`src/hdl/rtc_alarm_map.vh`:
```
`ifndef RTC_ALARM_MAP_VH
`define RTC_ALARM_MAP_VH
// register addresses
`define ADDR_ALARM_SECONDS 8'h10
`define ADDR_ALARM_MINUTES 8'h11
`define ADDR_ALARM_HOURS 8'h12
`define ADDR_ALARM_DATE 8'h13
`define ADDR_ALARM_MONTH 8'h14
`define ADDR_ALARM_WEEKDAY 8'h15
`define ADDR_STATUS 8'h08
`define ADDR_INT_CTRL 8'h18
// field positions
`define BIT_MATCH_ENABLE 7
`define BIT_AUTO_CLEAR 7
`define BIT_ALARM_FLAG 0
`define BIT_REPEAT_SELECT 0
`define BIT_FREQ_OUT_EN 1
// reset values
`define RST_ALARM_BYTE 8'h00
`define RST_STATUS 8'h00
`define RST_INT_CTRL 8'h02
// repeat pulse width in timekeeping ticks
`define PULSE_TICKS 8'h01
`define PULSE_CNT_W 8
`endif

```
`src/hdl/rtc_alarm_compare.v`:
```
// Summary of operation
// - each alarm byte mirrors its calendar byte, msb is the byte's enable.
// - only enabled bytes are compared; any subset may be enabled.
// - there is no year byte, the year never takes part in a match.
// - an alarm fires when freq out is off, one or more bytes are enabled and every enabled byte equals the calendar byte.
// - single event match sets the flag and holds the pin low till cleared.
// - with repeat set the pin pulses on every match, indefinitely.
// - with auto clear set, a status read clears the flag unless a match sets it in the same cycle.
// - without seconds, match fires as seconds roll over to 00.
// - in repeat mode the flag sets on every match, no clearing needed.
`timescale 1ns/1ps
`include "rtc_alarm_map.vh"
module rtc_alarm_compare
(
  // clock and reset
  input wire ref_clk_i,
  input wire rst_n_i,
  // timekeeping tick, 32.768 kHz domain, taken through a synchroniser
  input wire tick_i,
  // calendar bytes, stable between ticks, year not wired in
  input wire [6:0] cal_seconds_i,
  input wire [6:0] cal_minutes_i,
  input wire [6:0] cal_hours_i,
  input wire [6:0] cal_date_i,
  input wire [6:0] cal_month_i,
  input wire [6:0] cal_weekday_i,
  // byte-wide register port
  input wire reg_wr_i,
  input wire reg_rd_i,
  input wire [7:0] reg_addr_i,
  input wire [7:0] reg_wdata_i,
  output reg [7:0] reg_rdata_o,
  // interrupt pin, active low
  output reg interrupt_or_freq_pin_n_o
);
  reg [7:0] alarm_seconds;
  reg [7:0] alarm_minutes;
  reg [7:0] alarm_hours;
  reg [7:0] alarm_date;
  reg [7:0] alarm_month;
  reg [7:0] alarm_weekday;
  reg auto_clear_on_read;
  reg alarm_flag;
  reg repeat_select;
  reg freq_out_en;
  reg latched_low;
  reg [`PULSE_CNT_W-1:0] pulse_cnt;
  reg prev_match;
  reg [7:0] next_rdata;
  wire tick;
  wire [5:0] en;
  wire [5:0] eq;
  wire match_now;
  wire fire;
  wire flag_write;
  wire status_read;
  wire wr_sec;
  wire wr_min;
  wire wr_hr;
  wire wr_date;
  wire wr_mon;
  wire wr_wday;
  wire wr_status;
  wire wr_ctrl;
  wire pulse_busy;
  wire single_fire;
  wire repeat_fire;
  // reset images of the two control registers
  localparam [7:0] STATUS_RST = `RST_STATUS;
  localparam [7:0] CTRL_RST = `RST_INT_CTRL;
  localparam [`PULSE_CNT_W-1:0] PULSE_ZERO = {`PULSE_CNT_W{1'b0}};

  edge_sync u_tick
  (
    .ref_clk_i(ref_clk_i),
    .rst_n_i(rst_n_i),
    .async_i(tick_i),
    .rise_o(tick)
  );

  byte_match u_sec
  (
    .alarm_byte_i(alarm_seconds),
    .calendar_byte_i(cal_seconds_i),
    .enabled_o(en[0]),
    .equal_o(eq[0])
  );
  byte_match u_min
  (
    .alarm_byte_i(alarm_minutes),
    .calendar_byte_i(cal_minutes_i),
    .enabled_o(en[1]),
    .equal_o(eq[1])
  );
  byte_match u_hr
  (
    .alarm_byte_i(alarm_hours),
    .calendar_byte_i(cal_hours_i),
    .enabled_o(en[2]),
    .equal_o(eq[2])
  );
  byte_match u_date
  (
    .alarm_byte_i(alarm_date),
    .calendar_byte_i(cal_date_i),
    .enabled_o(en[3]),
    .equal_o(eq[3])
  );
  byte_match u_mon
  (
    .alarm_byte_i(alarm_month),
    .calendar_byte_i(cal_month_i),
    .enabled_o(en[4]),
    .equal_o(eq[4])
  );
  byte_match u_wday
  (
    .alarm_byte_i(alarm_weekday),
    .calendar_byte_i(cal_weekday_i),
    .enabled_o(en[5]),
    .equal_o(eq[5])
  );

  // no year comparator exists at all
  assign match_now = (|en) & (&eq);
  // fire on entry into a match; without seconds this is the 59->00 roll
  // seen on the synchronised copy of the same tick that updates the calendar
  assign fire = match_now & ~prev_match & ~freq_out_en;
  assign flag_write = reg_wr_i & (reg_addr_i == `ADDR_STATUS);
  assign status_read = reg_rd_i & (reg_addr_i == `ADDR_STATUS);
  // one strobe per register keeps each write process small
  assign wr_sec = reg_wr_i & (reg_addr_i == `ADDR_ALARM_SECONDS);
  assign wr_min = reg_wr_i & (reg_addr_i == `ADDR_ALARM_MINUTES);
  assign wr_hr = reg_wr_i & (reg_addr_i == `ADDR_ALARM_HOURS);
  assign wr_date = reg_wr_i & (reg_addr_i == `ADDR_ALARM_DATE);
  assign wr_mon = reg_wr_i & (reg_addr_i == `ADDR_ALARM_MONTH);
  assign wr_wday = reg_wr_i & (reg_addr_i == `ADDR_ALARM_WEEKDAY);
  assign wr_status = flag_write;
  assign wr_ctrl = reg_wr_i & (reg_addr_i == `ADDR_INT_CTRL);
  // split by mode so level and pulse logic never both start
  assign single_fire = tick & fire & ~repeat_select;
  assign repeat_fire = tick & fire & repeat_select;
  assign pulse_busy = (pulse_cnt != PULSE_ZERO);

  always @(posedge ref_clk_i or negedge rst_n_i)
  begin
    if (!rst_n_i)
      prev_match <= 1'b0;
    else if (tick)
      prev_match <= match_now;
  end

  // time of day alarm bytes, written whole with their enable bit
  always @(posedge ref_clk_i or negedge rst_n_i)
  begin
    if (!rst_n_i)
    begin
      alarm_seconds <= `RST_ALARM_BYTE;
      alarm_minutes <= `RST_ALARM_BYTE;
      alarm_hours <= `RST_ALARM_BYTE;
    end
    else
    begin
      if (wr_sec)
        alarm_seconds <= reg_wdata_i;
      if (wr_min)
        alarm_minutes <= reg_wdata_i;
      if (wr_hr)
        alarm_hours <= reg_wdata_i;
    end
  end

  // calendar day alarm bytes
  always @(posedge ref_clk_i or negedge rst_n_i)
  begin
    if (!rst_n_i)
    begin
      alarm_date <= `RST_ALARM_BYTE;
      alarm_month <= `RST_ALARM_BYTE;
      alarm_weekday <= `RST_ALARM_BYTE;
    end
    else
    begin
      if (wr_date)
        alarm_date <= reg_wdata_i;
      if (wr_mon)
        alarm_month <= reg_wdata_i;
      if (wr_wday)
        alarm_weekday <= reg_wdata_i;
    end
  end

  // status control bit; the flag bit has its own process
  always @(posedge ref_clk_i or negedge rst_n_i)
  begin
    if (!rst_n_i)
      auto_clear_on_read <= STATUS_RST[`BIT_AUTO_CLEAR];
    else if (wr_status)
      auto_clear_on_read <= reg_wdata_i[`BIT_AUTO_CLEAR];
  end

  // freq output resets on, so nothing fires before the host is ready
  always @(posedge ref_clk_i or negedge rst_n_i)
  begin
    if (!rst_n_i)
    begin
      repeat_select <= CTRL_RST[`BIT_REPEAT_SELECT];
      freq_out_en <= CTRL_RST[`BIT_FREQ_OUT_EN];
    end
    else if (wr_ctrl)
    begin
      repeat_select <= reg_wdata_i[`BIT_REPEAT_SELECT];
      freq_out_en <= reg_wdata_i[`BIT_FREQ_OUT_EN];
    end
  end

  // flag: set wins over write-0 or read-clear in the same cycle
  always @(posedge ref_clk_i or negedge rst_n_i)
  begin
    if (!rst_n_i)
      alarm_flag <= 1'b0;
    else if (tick & fire)
      alarm_flag <= 1'b1;
    else if (flag_write & ~reg_wdata_i[`BIT_ALARM_FLAG])
      alarm_flag <= 1'b0;
    else if (status_read & auto_clear_on_read)
      alarm_flag <= 1'b0;
  end

  // single event level, dropped once the flag is gone or mode changes
  always @(posedge ref_clk_i or negedge rst_n_i)
  begin
    if (!rst_n_i)
      latched_low <= 1'b0;
    else if (single_fire)
      latched_low <= 1'b1;
    else if (~alarm_flag | repeat_select)
      latched_low <= 1'b0;
  end

  // pulse length counted in ticks so it does not depend on ref clock
  always @(posedge ref_clk_i or negedge rst_n_i)
  begin
    if (!rst_n_i)
      pulse_cnt <= PULSE_ZERO;
    else if (repeat_fire)
      pulse_cnt <= `PULSE_TICKS;
    else if (tick & pulse_busy)
      pulse_cnt <= pulse_cnt - 1'b1;
  end

  // registered pin, so decode glitches never reach the host
  always @(posedge ref_clk_i or negedge rst_n_i)
  begin
    if (!rst_n_i)
      interrupt_or_freq_pin_n_o <= 1'b1;
    else
      interrupt_or_freq_pin_n_o <=
        ~((latched_low & alarm_flag) | pulse_busy);
  end

  // read mux, unmapped reads as zero
  always @*
  begin
    next_rdata = 8'h00;
    case (reg_addr_i)
      `ADDR_ALARM_SECONDS: next_rdata = alarm_seconds;
      `ADDR_ALARM_MINUTES: next_rdata = alarm_minutes;
      `ADDR_ALARM_HOURS: next_rdata = alarm_hours;
      `ADDR_ALARM_DATE: next_rdata = alarm_date;
      `ADDR_ALARM_MONTH: next_rdata = alarm_month;
      `ADDR_ALARM_WEEKDAY: next_rdata = alarm_weekday;
      `ADDR_STATUS:
      begin
        next_rdata[`BIT_AUTO_CLEAR] = auto_clear_on_read;
        next_rdata[`BIT_ALARM_FLAG] = alarm_flag;
      end
      `ADDR_INT_CTRL:
      begin
        next_rdata[`BIT_REPEAT_SELECT] = repeat_select;
        next_rdata[`BIT_FREQ_OUT_EN] = freq_out_en;
      end
      default: next_rdata = 8'h00;
    endcase
  end

  always @(posedge ref_clk_i or negedge rst_n_i)
  begin
    if (!rst_n_i)
      reg_rdata_o <= 8'h00;
    else if (reg_rd_i)
      reg_rdata_o <= next_rdata;
  end
endmodule // rtc_alarm_compare

```
`src/hdl/byte_match.v`:
```
`timescale 1ns/1ps
module byte_match
(
  // alarm and calendar byte
  input wire [7:0] alarm_byte_i,
  input wire [6:0] calendar_byte_i,
  // result
  output wire enabled_o,
  output wire equal_o
);
  assign enabled_o = alarm_byte_i[7];
  assign equal_o = ~alarm_byte_i[7] | (alarm_byte_i[6:0] == calendar_byte_i);
endmodule // byte_match

```
`src/hdl/edge_sync.v`:
```
`timescale 1ns/1ps
module edge_sync
(
  input wire ref_clk_i,
  input wire rst_n_i,
  input wire async_i,
  output reg rise_o
);
  reg meta;
  reg sync;
  reg last;
  always @(posedge ref_clk_i or negedge rst_n_i)
  begin
    if (!rst_n_i)
    begin
      meta <= 1'b0;
      sync <= 1'b0;
      last <= 1'b0;
      rise_o <= 1'b0;
    end
    else
    begin
      meta <= async_i;
      sync <= meta;
      last <= sync;
      rise_o <= sync & ~last;
    end
  end
endmodule // edge_sync

```
`config.mk`:
```
export PLATFORM = sky130hd
export DESIGN_NAME = rtc_alarm_compare
export DESIGN_NICKNAME = d
export VERILOG_FILES = /design/src/hdl/rtc_alarm_compare.v /design/src/hdl/byte_match.v /design/src/hdl/edge_sync.v
export VERILOG_INCLUDE_DIRS = /design/src /design/src/hdl
export SDC_FILE = /design/constraint.sdc
export NUM_CORES = 1
export LEC_CHECK = 0
export BUFFER_PORTS_ARGS = -buffer_cell sky130_fd_sc_hd__buf_2
export CORE_MARGIN = 3
export CORE_UTILIZATION = 40
export CTS_CLUSTER_DIAMETER = 150
export DETAILED_ROUTE_END_ITERATION = 12
export MAX_ROUTING_LAYER = met4
export SLEW_MARGIN = 10
export SYNTH_ARGS = -nofsm -noshare
export SYNTH_HDL_FRONTEND = slang
export SYNTH_SLANG_ARGS = --single-unit
```
`constraint.sdc`:
```
create_clock -name ref_clk_i -period 5.75 [get_ports ref_clk_i]
set_clock_uncertainty 0.05 [all_clocks]
set_input_delay 0 -clock ref_clk_i [delete_from_list [all_inputs] [get_ports ref_clk_i]]
set_output_delay 0 -clock ref_clk_i [all_outputs]
set_load 0.03 [all_outputs]
```
After elaboration in Yosys (flattened, before gate mapping)

Cells that the tools add are included.
W data, S select, Z words.

Logic and storage cells: 92
Flip-flop bits (word level): 75
Memory bits (writable): 0
ROM bits: 0
Output and inout bits: 9
Bits of input ports: 63
Latch bits: 0
Memories kept: 0

Div/mod/pow operators: 0
Shift-type cells: 0
Add/subtract/negate cells: 1
Order comparisons: 0
Multiplexer cells: 11
Reduce and logical (&&, ||, !) cells: 6
Equality and inequality tests: 14
$mul: 0
Bitwise gates (word level): 41

Operators by type and width:

| kind                  | count |
|---|---|
| $eq A8 B5 Y1 const B  | 7 |
| $eq A7 B7 Y1          | 6 |
| $pmux W5 S6           | 1 |
| $and A1 B1 Y1         | 20 |
| $mux W8               | 2 |
| $pmux W1 S7           | 2 |
| $not A1 Y1            | 13 |
| $eq A8 B4 Y1 const B  | 1 |
| $or A1 B1 Y1          | 8 |
| $pmux W1 S8           | 1 |
| $reduce_bool A8 Y1    | 1 |
| $sub A8 B1 Y8 const B | 1 |
| $reduce_and A6 Y1     | 1 |
| $reduce_or A6 Y1      | 1 |
| $mux W1               | 5 |
| $reduce_bool A2 Y1    | 2 |
| $reduce_bool A3 Y1    | 1 |

Longest topological paths before layout

Gate-level depths: netlist of the first run.

Word-level depth: 9
Mapped depth: 8
Depth with buffers taken out: 8

Modules after synthesis

Synthesis of the first run repeated with hierarchy kept, for this count alone.

Cells, all modules: 339
Area total of the unflattened synthesis: 4098.9 µm²

Modules (own cells, without submodules):

| module            | cells an instance | area an instance (µm²) | times used | seq. area each (µm²) |
|---|---|---|---|---|
| rtc_alarm_compare | 274               | 3437.0                 | 1          | 1779.2 |
| byte_match        | 10                | 91.3                   | 6          | 0.0 |
| edge_sync         | 5                 | 113.9                  | 1          | 100.1 |

Least setup slack after synthesis of the first run

OpenSTA, ideal clock, no wires.

Path kind: flip-flop to flip-flop
Start: reg pulse_cnt[4]
End: reg pulse_cnt[5]
Buffers on the path: 0
Data required time: 5565 ps
Setup time: 135 ps
Clock period less this slack: 1905 ps
Cell stages (with the launch flop): 7
Slack: 3845 ps
Arrival: 1720 ps
Path through: dfrtp_1 or4_4 o41ai_4 or4_4 nor3_1 xnor2_1 nor2_1

Word-level cells in the longest chain between the ends: 3
Elaborated cells between the ends (all ways): 6
Classes of those cells: add/sub (1); mux (2); bitwise (1); reduce/logical (2)

RTL lines:

| element                                                    | RTL line                                         | text |
|---|---|---|
| start, declared                                            | rtc_alarm_compare.v:47                           | `` reg [`PULSE_CNT_W-1:0] pulse_cnt; `` |
| start signal, assigned                                     | rtc_alarm_compare.v:247                          | `` pulse_cnt <= `PULSE_TICKS; `` |
| start signal, assigned                                     | rtc_alarm_compare.v:249                          | `pulse_cnt <= pulse_cnt - 1'b1;` |
| $sub A8 B1 Y8 / $reduce_bool A8 Y1 (equally long branches) | rtc_alarm_compare.v:249, rtc_alarm_compare.v:143 |  |
| $mux W8 / $and A1 B1 Y1 (equally long branches)            | rtc_alarm_compare.v:248                          | `else if (tick & pulse_busy)` |
| $mux W8 / $reduce_bool A2 Y1 (equally long branches)       | --                                               |  |

Parallel ways exist; a longest one is shown, timed or not. The select of a mux whose other input is x is not followed.
A chain may end at the register's enable or synchronous reset.

Worst setup path in the final report of the first run

Start: in reg_addr_i[4]
End: reg alarm_hours[7]

Word-level cells in the longest chain between the ends: 2

RTL lines:

| element              | RTL line                | text |
|---|---|---|
| start, declared      | rtc_alarm_compare.v:30  | `input wire [7:0] reg_addr_i,` |
| $eq A8 B5 Y1         | --                      |  |
| $and A1 B1 Y1        | rtc_alarm_compare.v:134 | `` assign wr_hr = reg_wr_i & (reg_addr_i == `ADDR_ALARM_HOURS); `` |
| end signal, assigned | rtc_alarm_compare.v:160 | `` alarm_hours <= `RST_ALARM_BYTE; `` |
| end signal, assigned | rtc_alarm_compare.v:169 | `alarm_hours <= reg_wdata_i;` |
| end, declared        | rtc_alarm_compare.v:38  | `reg [7:0] alarm_hours;` |

Every way passes these cells.

==> implementation parameters, run 1 <==
Parameter                              Value

Global routing
  Maximum number of pins on one net before global-route repair    76
  Vias in the first global route    between 2000 and 3000
  Global-route wire length before repair    15.26 mm
  Grt met3 use    0.03731
  Global router's overall resource usage    0.1856
  Met2 track demand over resource in global routing    0.2687
  Most Used Layer, Global Route    met2
  Number of antenna violations at the first check in global routing    0
  Total congestion overflow    0
  Met1 track demand over resource    0.2657

Placement
  GP Congestion    0.7964
  IO buf count    71
  Placed cell count    around 500
  Post-DP HPWL    6.891 mm

Outcome
  Run status    finished clean

Timing
  Setup TNS Final    0 ns
  Max frequency    roughly 0.4 GHz
  Slew Limit Fails    0
  Total count of hold-check failures in the final report    0
  Worst rel slew slack    0.3554
  Unrepaired setup endpoints after global routing    false
  Final Cycle Share    0.4246
  Actual slew at the worst max-slew pin    0.9669 ns
  Post-layout min period    2.442 ns
  Final setup fails    0

Floorplan
  Die Y    103.6 µm
  Initial Util    0.4246
  Total I/O pin count    between 70 and 80
  Core area    8976 µm²
  Die W    roughly 100 µm
  Full die area    10740 µm²
  # rows    34

Route
  Detailed-route wire length per cell    17.88 µm
  Number of detailed-routing iterations run before antenna repair    4
  DRC Markers    0
  DRT antenna net count    0
  DRC violation total after the first TritonRoute iteration    176
  Via-to-Cell Ratio    5.179
  Via count    2719
  Wire length reported by the detailed router    ~9.4 mm

Cells and area
  FF+latch area    ~1900 µm²
  P&R area growth vs syn    21.11%
  Ant. Diodes    0
  Total Nets Final    459
  Post-layout instance count excluding filler cells    525
  Area used by multi-input combinational logic    1876 µm²
  Layout cells sized above 1    0.3885
  Fill cell total of the finished layout    between 800 and 900

Critical path
  Sum of buffers and inverters on the critical path    2
  Data required, critical path    5.94 ns
  WS Path Type    in2reg
  Nature of the critical path endpoint    register
  Startpoint type of the worst setup path    primary input
  Kind of cell adding the most delay to the critical path    simple AND/OR/NAND/NOR gates
  Max Fanout on Critical Path    12
  CP max-delay cell    nand4b_1
  Critical-path cell list    dlygate4sd3_1 > buf_2 > nand2_1 > nor3_2 > nand4b_1 > mux2_2
  Endpoint arrival time on the critical path    2.63 ns
  Largest incremental delay on the critical path    0.70 ns

Yosys
  Number of enable flip-flop cells after synthesis    0
  Top FF cell, synth    dfrtp_1
  Sequential area share after synthesis    0.4931
  Synth unique cells    45
  Warnings, synthesis    0
  Net Count, Synth    374
  FF+latch count, synth    75
  Post-Syn Instances    309
  Post-Synthesis Cell Area    3811 µm²
  Average cell area after synthesis    ~12 µm²
  Fraction of synthesis flops using an asynchronous set or reset pin    1.000

Clock tree
  CTS root buf    clkbuf_8
  Total clock sinks    75
  TritonCTS Buffers    9
  Skew-Pair Late Insertion Delay    0.35 ns
  Setup Fix Bufs, Post-CTS    0
  CTS H-tree lvls    3
  Buffer levels on the longest clock path    2
  Clock transition at the registers of the reported paths    0.08 ns
  Cells resized by post-CTS repair    0
  TritonCTS clock tree    built

Flow run
  Max-cap viol count    0

Pwr
  Standby leakage power    2.117 nW
  Pwr/cell area    273.0 nW/µm²
  Peak ir drop on the vdd network    0.0001133 V

Min path
  Classification of the worst-slack hold path    in2reg
==> Yosys cell counts, types with 2 or more instances <==
| cell | count | share of area |
|---|---|---|
| dfstp_2 | 2 | 0.014 |
| inv_1 | 6 | 0.0059 |
| or4_1 | 2 | 0.0039 |
| nand4b_1 | 4 | 0.0092 |
| a21oi_1 | 4 | 0.0053 |
| or4_4 | 2 | 0.0059 |
| o21ai_0 | 7 | 0.0092 |
| nor3_1 | 3 | 0.0039 |
| buf_2 | 2 | 0.0026 |
| xor2_1 | 19 | 0.044 |
| mux4_2 | 8 | 0.047 |
| a22oi_1 | 7 | 0.014 |
| nor2_1 | 21 | 0.021 |
| a31oi_1 | 7 | 0.011 |
| nor3_2 | 3 | 0.0079 |
| nand4_1 | 9 | 0.015 |
| nand2_1 | 18 | 0.018 |
| dfrtp_1 | 73 | 0.48 |
| nand3_1 | 4 | 0.0053 |
| xnor2_1 | 30 | 0.069 |
| mux2_2 | 45 | 0.13 |
| o41ai_1 | 6 | 0.014 |
| buf_1 | 3 | 0.0030 |
| clkbuf_1 | 2 | 0.0020 |
| ha_1 | 2 | 0.0066 |
==> tightest hold or removal path: cells and delay by family <==
kind	cells	cell delay, ns
AND/OR/NAND/NOR	2	0.17
buffers and inverters	1	0.12
AO/OA/AOI/OAI	1	0.09
==> final timing paths <==
kind | endpoint | slack [ns] | startpoint | cells after the start
worst max-delay path | alarm_hours[7]$_DFFE_PN0P_ | 3.31 | reg_addr_i[4] | 6
worst min-delay path | alarm_flag$_DFFE_PN0P_ | 0.02 | reg_addr_i[3] | 4
worst max register to register | pulse_cnt[6]$_DFFE_PN0P_ | 3.33 | alarm_hours[3]$_DFFE_PN0P_ | 6
worst min register to register | u_tick.sync$_DFF_PN0_ | 0.30 | u_tick.meta$_DFF_PN0_ | 0
max in group asynchronous | pulse_cnt[4]$_DFFE_PN0P_ | 4.75 | rst_n_i | 2
min in group asynchronous | alarm_hours[1]$_DFFE_PN0P_ | 0.28 | rst_n_i | 2
==> power by group <==
group          switching, mW  internal, mW
Combinational          0.107        0.0961
Sequential            0.0480         0.577
Clock                  0.207         0.225
Total                  0.362         0.898
==> layer usage <==
| metal | vias up | wire [µm] |
|---|---|---|
| met5 | - | 0 |
| met4 | 0 | 112 |
| met3 | 12 | 466 |
| met2 | 72 | 4172 |
| met1 | 1338 | 4636 |
| li1 | 1297 | - |
==> logic make-up (layout without fill, tap and decap cells) <==
logic type                 Yosys count  in the layout  share of synthesized area
and+or+nand+nor                     77             77                     0.1162
DFF                                 75             75                     0.4931
muxes                               54             54                     0.1829
xor gates and xnor gates            49             49                     0.1126
AOI/OAI and AO/OA                   38             38                    0.07387
buffers and inverters               14            104                    0.01477
adders and majority gates            2              2                   0.006565
==> stage by stage <==
step,hold slack (ns),utilization,setup WS [ns],cell area (µm²),total power [mW]
2_1_floorplan,-0.3456,-,3.845,3811,0.7543
3_3_place_gp,0.05888,0.4783,3.324,4293,0.8300
3_5_place_dp,0.06096,0.4783,3.307,4293,0.8344
4_1_cts,0.006408,0.5142,3.315,4616,1.270
5_1_grt,0.04169,0.5142,3.080,4616,1.321
6_report,0.01861,0.5142,3.308,4616,1.260
==> timing repair <==
item / in CTS / in global routing
endpoints found under the setup margin: 0 / 0
hold endpoints to repair: 126 / 0
hold buffers: 11 / 0
==> registers in the layout, indices dropped and copies added, names as in the netlist, 8 cells and up <==
| signal | cells |
|---|---|
| alarm_month | 8 |
| reg_rdata_o | 8 |
| alarm_weekday | 8 |
| pulse_cnt | 8 |
| alarm_seconds | 8 |
| alarm_minutes | 8 |
| alarm_date | 8 |
| alarm_hours | 8 |
==> cell type report <==
| type | count | share of cell area |
|---|---|---|
| flip-flops and latches | 75 | 0.4072 |
| multi-input cells | 220 | 0.4063 |
| repair buffers | 82 | 0.1014 |
| well taps | 126 | 0.03416 |
| clock buffers | 11 | 0.03280 |
| clock inverters | 5 | 0.01328 |
| inverters | 6 | 0.004879 |
==> cells in the final DEF, fill, tap and decap left out, drive strengths merged, types with 8 or more instances in the layout <==
master       instances
dfrtp               73
buf                 71
mux2                45
xnor2               30
nor2                21
nand2               20
xor2                19
clkbuf              11
dlygate4sd3         11
nand4               10
mux4                 8
(Power assumes the default switching activity.)
==> inputs of run 2 (changes only) <==
--- a/config.mk
+++ b/config.mk
@@ -6,6 +6,7 @@
 export SDC_FILE = /design/constraint.sdc
 export NUM_CORES = 1
 export LEC_CHECK = 0
+export ABC_AREA = 1
 export BUFFER_PORTS_ARGS = -buffer_cell sky130_fd_sc_hd__buf_2
 export CORE_MARGIN = 3
 export CORE_UTILIZATION = 40
==> constraint.sdc (replaced) <==
create_clock -name ref_clk_i -period 2.1 [get_ports ref_clk_i]
set_clock_uncertainty 0.05 [all_clocks]
set_input_delay 0 -clock ref_clk_i [delete_from_list [all_inputs] [get_ports ref_clk_i]]
set_output_delay 0 -clock ref_clk_i [all_outputs]
set_load 0.03 [all_outputs]
==> implementation parameters, run 2 <==
Parameter                              Value

Outcome
  Run status    finished clean (unchanged)

Timing
  Slew Limit Fails    0 (unchanged)
  Total count of hold-check failures in the final report    0 (unchanged)
  Post-Route Hold Slack    0.005713 ns (was 0.01861 ns)
  Setup TNS Final    0 ns (unchanged)
  Final Cycle Share    0.8665
  Actual slew at the worst max-slew pin    0.7841 ns (was 0.9669 ns)
  Final setup fails    0 (unchanged)
  Max frequency    approximately 0.55 GHz
  Post-layout min period    1.820 ns
  Worst rel slew slack    0.4772 (was 0.3554)
  Unrepaired setup endpoints after global routing    false (unchanged)

Cells and area
  FF+latch area    1879 µm² (unchanged)
  Total Nets Final    676 (was 459)
  Fill cell total of the finished layout    1056 (was 829)
  Area used by multi-input combinational logic    1937 µm² (was 1876 µm²)
  P&R area growth vs syn    16.96% (was 21.11%)
  Layout cells sized above 1    0.1899 (was 0.3885)
  Fraction of the core area covered by cells at the end of the flow    0.4876 (was 0.5142)
  Leading cell types in the layout, fill and taps excluded    178 x nand2_1, 73 x dfrtp_1, 71 x buf_2 (was 73 x dfrtp_1, 70 x buf_2, 45 x mux2_2)
  Ant. Diodes    0 (unchanged)
  Most common library cell in the layout ignoring fill and taps    nand2_1 (was dfrtp_1)
  Post-layout instance count excluding filler cells    749 (was 525)

Global routing
  Grt met3 use    0.04739 (was 0.03731)
  Most Used Layer, Global Route    met2 (unchanged)
  Met2 track demand over resource in global routing    0.3295 (was 0.2687)
  Number of antenna violations at the first check in global routing    0 (unchanged)
  Met1 track demand over resource    0.2801 (was 0.2657)
  Global-route wire length before repair    18.05 mm (was 15.26 mm)
  Total congestion overflow    0 (unchanged)
  Global router's overall resource usage    0.2094 (was 0.1856)
  Maximum number of pins on one net before global-route repair    76 (unchanged)
  Vias in the first global route    3531 (was 2855)

Critical path
  Nature of the critical path endpoint    register (unchanged)
  Max Fanout on Critical Path    7 (was 12)
  Startpoint type of the worst setup path    register (was primary input)
  Endpoint arrival time on the critical path    2.01 ns (was 2.63 ns)
  Data required, critical path    2.29 ns (was 5.94 ns)
  WS Path Type    reg2reg (was in2reg)

Floorplan
  Core area    9910 µm² (was 8976 µm²)
  Initial Util    0.4169 (was 0.4246)
  Full die area    11580 µm² (was 10740 µm²)
  # rows    36 (was 34)
  Total I/O pin count    72 (unchanged)
  Die Y    107.6 µm (was 103.6 µm)
  Die W    107.6 µm (was 103.6 µm)

Yosys
  Number of enable flip-flop cells after synthesis    0 (unchanged)
  Fraction of synthesis flops using an asynchronous set or reset pin    1.000 (unchanged)
  Cell type contributing the most total cell area after synthesis    dfrtp_1 (unchanged)
  FF+latch count, synth    75 (unchanged)
  Sequential area share after synthesis    0.4549 (was 0.4931)
  Post-Syn Instances    530 (was 309)
  Post-Synthesis Cell Area    4131 µm² (was 3811 µm²)
  Share of Yosys cell area claimed by the top area cell type    0.4422 (was 0.4793)
  Most frequent cells after synthesis    178 x nand2_1, 73 x dfrtp_1, 59 x inv_1 (was 73 x dfrtp_1, 45 x mux2_2, 30 x xnor2_1)
  Top FF cell, synth    dfrtp_1 (unchanged)
  Synth unique cells    31 (was 45)
  Dominant cells by area after synthesis    dfrtp_1 44%, nand2_1 16%, xnor2_1 5.9% (was dfrtp_1 48%, mux2_2 13%, xnor2_1 6.9%)
  Net Count, Synth    595 (was 374)
  Warnings, synthesis    0 (unchanged)
  Average cell area after synthesis    7.795 µm² (was 12.33 µm²)
  Most frequently used cell type in the post-synthesis netlist    nand2_1 (was dfrtp_1)

Route
  DRC violation total after the first TritonRoute iteration    152 (was 176)
  Wire length reported by the detailed router    11.04 mm (was 9.387 mm)
  DRC Markers    0 (unchanged)
  Detailed-route wire length per cell    14.74 µm (was 17.88 µm)
  Number of detailed-routing iterations run before antenna repair    5 (was 4)
  DRT antenna net count    0 (unchanged)
  Via count    3519 (was 2719)
  Via-to-Cell Ratio    4.698 (was 5.179)

Clock tree
  Buffer levels on the longest clock path    2 (unchanged)
  TritonCTS Buffers    9 (unchanged)
  Clock transition at the registers of the reported paths    0.08 ns (about the same)
  Setup Fix Bufs, Post-CTS    0 (unchanged)
  CTS root buf    clkbuf_8 (unchanged)
  TritonCTS clock tree    built (unchanged)
  CTS H-tree lvls    3 (unchanged)
  Total clock sinks    75 (unchanged)
  Skew-Pair Late Insertion Delay    0.36 ns (was 0.35 ns)

Placement
  IO buf count    71 (unchanged)
  Placed cell count    728 (was 498)
  GP Congestion    0.9203 (was 0.7964)
  Post-DP HPWL    8.288 mm (was 6.891 mm)

Flow run
  Max-cap viol count    0 (unchanged)

Pwr
  Standby leakage power    2.397 nW (was 2.117 nW)
  Pwr/cell area    692.7 nW/µm² (was 273.0 nW/µm²)
  Peak ir drop on the vdd network    0.0004721 V (was 0.0001133 V)

Min path
  Classification of the worst-slack hold path    in2reg (unchanged)
[run 2: changes by cell type after synthesis, moves of 8 or more]
cell | before | now
o21ai_2 | 0 | 11
mux4_2 | 8 | 0
o21ai_0 | 7 | 40
nand2_1 | 18 | 178
xor2_1 | 19 | 9
nor2_1 | 21 | 57
mux2_2 | 45 | 0
inv_1 | 6 | 59
[run 2: layout make-up]
class | instances | area share
Multi-Input combinational cell | 383 | 0.4008
Clock inverter | 4 | 0.005438
Tap cell | 133 | 0.03444
Timing Repair Buffer | 78 | 0.08959
Sequential cell | 75 | 0.3889
Inverter | 64 | 0.05075
Clock buffer | 12 | 0.03004
[run 2: layer usage]
| metal | part of all wire | wire length (µm) |
|---|---|---|
| met1 | 0.47 | 5219 |
| met3 | 0.044 | 489 |
| met4 | 0.010 | 112 |
| met5 | 0 | 0 |
| met2 | 0.47 | 5217 |
[run 2: path summary, 6_finish.rpt]
check / startpoint / endpoint / slack (ns) / cells past startpoint
setup / recovery: alarm_hours[1]$_DFFE_PN0P_ / pulse_cnt[7]$_DFFE_PN0P_ / 0.28 / 10
hold / removal: reg_wdata_i[2] / alarm_minutes[2]$_DFFE_PN0P_ / 0.006 / 3
setup reg to reg: alarm_hours[1]$_DFFE_PN0P_ / pulse_cnt[7]$_DFFE_PN0P_ / 0.28 / 10
hold reg to reg: u_tick.meta$_DFF_PN0_ / u_tick.sync$_DFF_PN0_ / 0.32 / 0
max in group asynchronous: rst_n_i / alarm_minutes[6]$_DFFE_PN0P_ / 1.50 / 3
min in group asynchronous: rst_n_i / alarm_minutes[0]$_DFFE_PN0P_ / 0.16 / 3
[run 2: report_power, final]
| group | internal (mW) | switching [mW] | total, mW |
|---|---|---|---|
| logic | 0.261 | 0.350 | 0.611 |
| registers | 1.60 | 0.127 | 1.72 |
| clock network | 0.461 | 0.552 | 1.01 |
[run 2: logic make-up (layout without fill, tap and decap cells)]
group / after synthesis / count (layout) / synth area share
AO/OA/AOI/OAI: 67 / 67 / 0.09297
buffers and inverters: 72 / 158 / 0.07934
flip-flops: 75 / 75 / 0.4549
AND/OR/NAND/NOR: 277 / 277 / 0.2883
XOR/XNOR: 37 / 37 / 0.07844
adder cells (fa/ha/maj): 2 / 2 / 0.006056
[run 2: critical path, stage by stage, from the launching register on]
cell and delay [ns]:
dfrtp_1 0.44, xnor2_1 0.18, nand2_1 0.07, nor2_1 0.17, nand2_1 0.08, nand2_1 0.07, nand2_1 0.05, nor2_1 0.16
nand3_2 0.16, nor2_4 0.20, nor2_1 0.06
[run 2: through the flow]
stage	worst slack, ns	instance area [µm²]	total power, mW
2_1_floorplan	0.5514	4131	2.130
3_3_place_gp	0.1425	4598	2.344
3_5_place_dp	0.06596	4598	2.360
4_1_cts	0.05753	4820	3.381
5_1_grt	0.001065	4832	3.557
6_report	0.2804	4832	3.347
[run 2: repair_timing]
action,in CTS,in global routing
hold buffers,5,0
endpoints found under the setup margin,0,7
gates resized for setup,0,3
hold endpoints to repair,81,0
==> inputs of run 3 (changes only) <==
--- a/config.mk
+++ b/config.mk
@@ -7,7 +7,7 @@
 export NUM_CORES = 1
 export LEC_CHECK = 0
 export ABC_AREA = 1
-export BUFFER_PORTS_ARGS = -buffer_cell sky130_fd_sc_hd__buf_2
+export BUFFER_PORTS_ARGS = -buffer_cell sky130_fd_sc_hd__clkbuf_2
 export CORE_MARGIN = 3
 export CORE_UTILIZATION = 40
 export CTS_CLUSTER_DIAMETER = 150
==> implementation parameters, run 3 (synthesis results as in run 2) <==
Parameter                              Value

Flow run
  Max-cap viol count    0 (unchanged)

Timing
  Final Cycle Share    0.8606 (was 0.8665)
  Total count of hold-check failures in the final report    0 (unchanged)
  Setup TNS Final    0 ns (unchanged)
  Final setup fails    0 (unchanged)
  Post-Route Hold Slack    0.01730 ns (was 0.005713 ns)
  Max frequency    0.5533 GHz (was 0.5496 GHz)
  Unrepaired setup endpoints after global routing    false (unchanged)
  Post-layout min period    1.807 ns (was 1.820 ns)
  Actual slew at the worst max-slew pin    0.7269 ns (was 0.7841 ns)
  Worst rel slew slack    0.5154 (was 0.4772)
  Slew Limit Fails    0 (unchanged)

Placement
  GP Congestion    0.9554 (was 0.9203)
  IO buf count    71 (unchanged)
  Post-DP HPWL    8.382 mm (was 8.288 mm)

Floorplan
  # rows    36 (unchanged)
  Core area    9910 µm² (unchanged)
  Die W    107.6 µm (unchanged)
  Die Y    107.6 µm (unchanged)
  Total I/O pin count    72 (unchanged)
  Full die area    11580 µm² (unchanged)
  Initial Util    0.4169 (unchanged)

Route
  Wire length reported by the detailed router    10.94 mm (was 11.04 mm)
  Detailed-route wire length per cell    14.58 µm (was 14.74 µm)
  Number of detailed-routing iterations run before antenna repair    5 (unchanged)
  DRC Markers    0 (unchanged)
  Via count    3602 (was 3519)
  DRC violation total after the first TritonRoute iteration    178 (was 152)
  Via-to-Cell Ratio    4.803 (was 4.698)
  DRT antenna net count    0 (unchanged)

Critical path
  WS Path Type    reg2reg (unchanged)
  Max Fanout on Critical Path    7 (unchanged)
  Nature of the critical path endpoint    register (unchanged)
  Startpoint type of the worst setup path    register (unchanged)
  Data required, critical path    2.30 ns (was 2.29 ns)
  Endpoint arrival time on the critical path    2.01 ns (about the same)

Clock tree
  Buffer levels on the longest clock path    2 (unchanged)
  Clock transition at the registers of the reported paths    0.08 ns (about the same)
  Total clock sinks    75 (unchanged)
  TritonCTS Buffers    9 (unchanged)
  CTS root buf    clkbuf_8 (unchanged)
  CTS H-tree lvls    3 (unchanged)
  TritonCTS clock tree    built (unchanged)
  Setup Fix Bufs, Post-CTS    0 (unchanged)
  Skew-Pair Late Insertion Delay    0.37 ns (was 0.36 ns)

Cells and area
  P&R area growth vs syn    19.78% (was 16.96%)
  Total Nets Final    677 (was 676)
  Most common library cell in the layout ignoring fill and taps    nand2_1 (unchanged)
  Layout cells sized above 1    0.1912 (was 0.1899)
  Ant. Diodes    0 (unchanged)
  Leading cell types in the layout, fill and taps excluded    178 x nand2_1, 73 x dfrtp_1, 70 x clkbuf_2 (was 178 x nand2_1, 73 x dfrtp_1, 71 x buf_2)

Pwr
  Pwr/cell area    780.9 nW/µm² (was 692.7 nW/µm²)
  Peak ir drop on the vdd network    0.0004038 V (was 0.0004721 V)
  Standby leakage power    2.460 nW (was 2.397 nW)

Global routing
  Total congestion overflow    0 (unchanged)
  Global router's overall resource usage    0.2098 (was 0.2094)
  Maximum number of pins on one net before global-route repair    45 (was 76)
  Global-route wire length before repair    17.87 mm (was 18.05 mm)
  Number of antenna violations at the first check in global routing    0 (unchanged)
  Vias in the first global route    3361 (was 3531)

Outcome
  Run status    finished clean (unchanged)

Min path
  Classification of the worst-slack hold path    in2reg (unchanged)
[run 3: cell types whose count changed in the layout (fill, tap and decap cells not counted), sizes merged]
| cell | change |
|---|---|
| buf | -70 |
| clkinv | -3 |
| bufinv | +4 |
| dlygate4sd3 | +1 |
| clkbuf | +70 |
| clkinvlp | -1 |
[run 3: worst paths after layout]
| kind | start | endpoint | slack, ns | depth (start not counted) |
|---|---|---|---|---|
| min | reg_wdata_i[4] | alarm_minutes[4]$_DFFE_PN0P_ | 0.02 | 3 |
| max in group asynchronous | rst_n_i | alarm_seconds[7]$_DFFE_PN0P_ | 1.28 | 3 |
| max reg2reg | alarm_hours[1]$_DFFE_PN0P_ | pulse_cnt[7]$_DFFE_PN0P_ | 0.29 | 10 |
| max | alarm_hours[1]$_DFFE_PN0P_ | pulse_cnt[7]$_DFFE_PN0P_ | 0.29 | 10 |
| min reg2reg | u_tick.meta$_DFF_PN0_ | u_tick.sync$_DFF_PN0_ | 0.31 | 0 |
| min in group asynchronous | rst_n_i | reg_rdata_o[4]$_DFFE_PN0P_ | 0.13 | 2 |
[run 3: metal layers]
metal	up-vias	share of wire	global-route usage
met5	-	0	-
met4	0	0.015	0.05771
met3	15	0.056	0.04679
met2	98	0.46	0.3175
met1	1661	0.47	0.2858
li1	1828	-	-
[run 3: through the flow]
stage	util	worst slack, ns	cells	power, mW	instance area [µm²]
after floorplan	-	0.5514	530	2.130	4131
after global placement	0.4643	0.1447	728	2.346	4601
after detailed placement	0.4643	0.05729	728	2.363	4601
after CTS	0.4981	0.04823	750	3.907	4936
after global routing	0.4994	0.04364	750	4.080	4949
final	0.4994	0.2928	750	3.864	4949
[run 3: timing repair]
action | 4_1_cts | 5_1_grt
endpoints found under the setup margin | 0 | 7
endpoints found under the hold margin | 50 | 0
hold buffers | 6 | 0
gates resized for setup | 0 | 3
[run 3: layout make-up]
type	count	area [µm²]
Fill cell	1015	4961
Multi-Input combinational cell	383	1937
Sequential cell	75	1879
Timing Repair Buffer	79	445.4
Inverter	64	245.2
Tap cell	133	166.4
Clock buffer	12	155.1
Clock inverter	4	120.1
[run 3: where the power goes]
group	switching, mW	internal, mW
Clock	0.544	0.976
Combinational	0.355	0.263
Sequential	0.129	1.60
[run 3: worst max-delay path, cell delays in order, from the launching register on]
cell	delay [ns]
dfrtp_1	0.43
xnor2_1	0.17
nand2_1	0.07
nor2_1	0.19
nand2_1	0.09
nand2_1	0.07
nand2_1	0.05
nor2_1	0.16
nand3_2	0.16
nor2_4	0.20
nor2_1	0.06
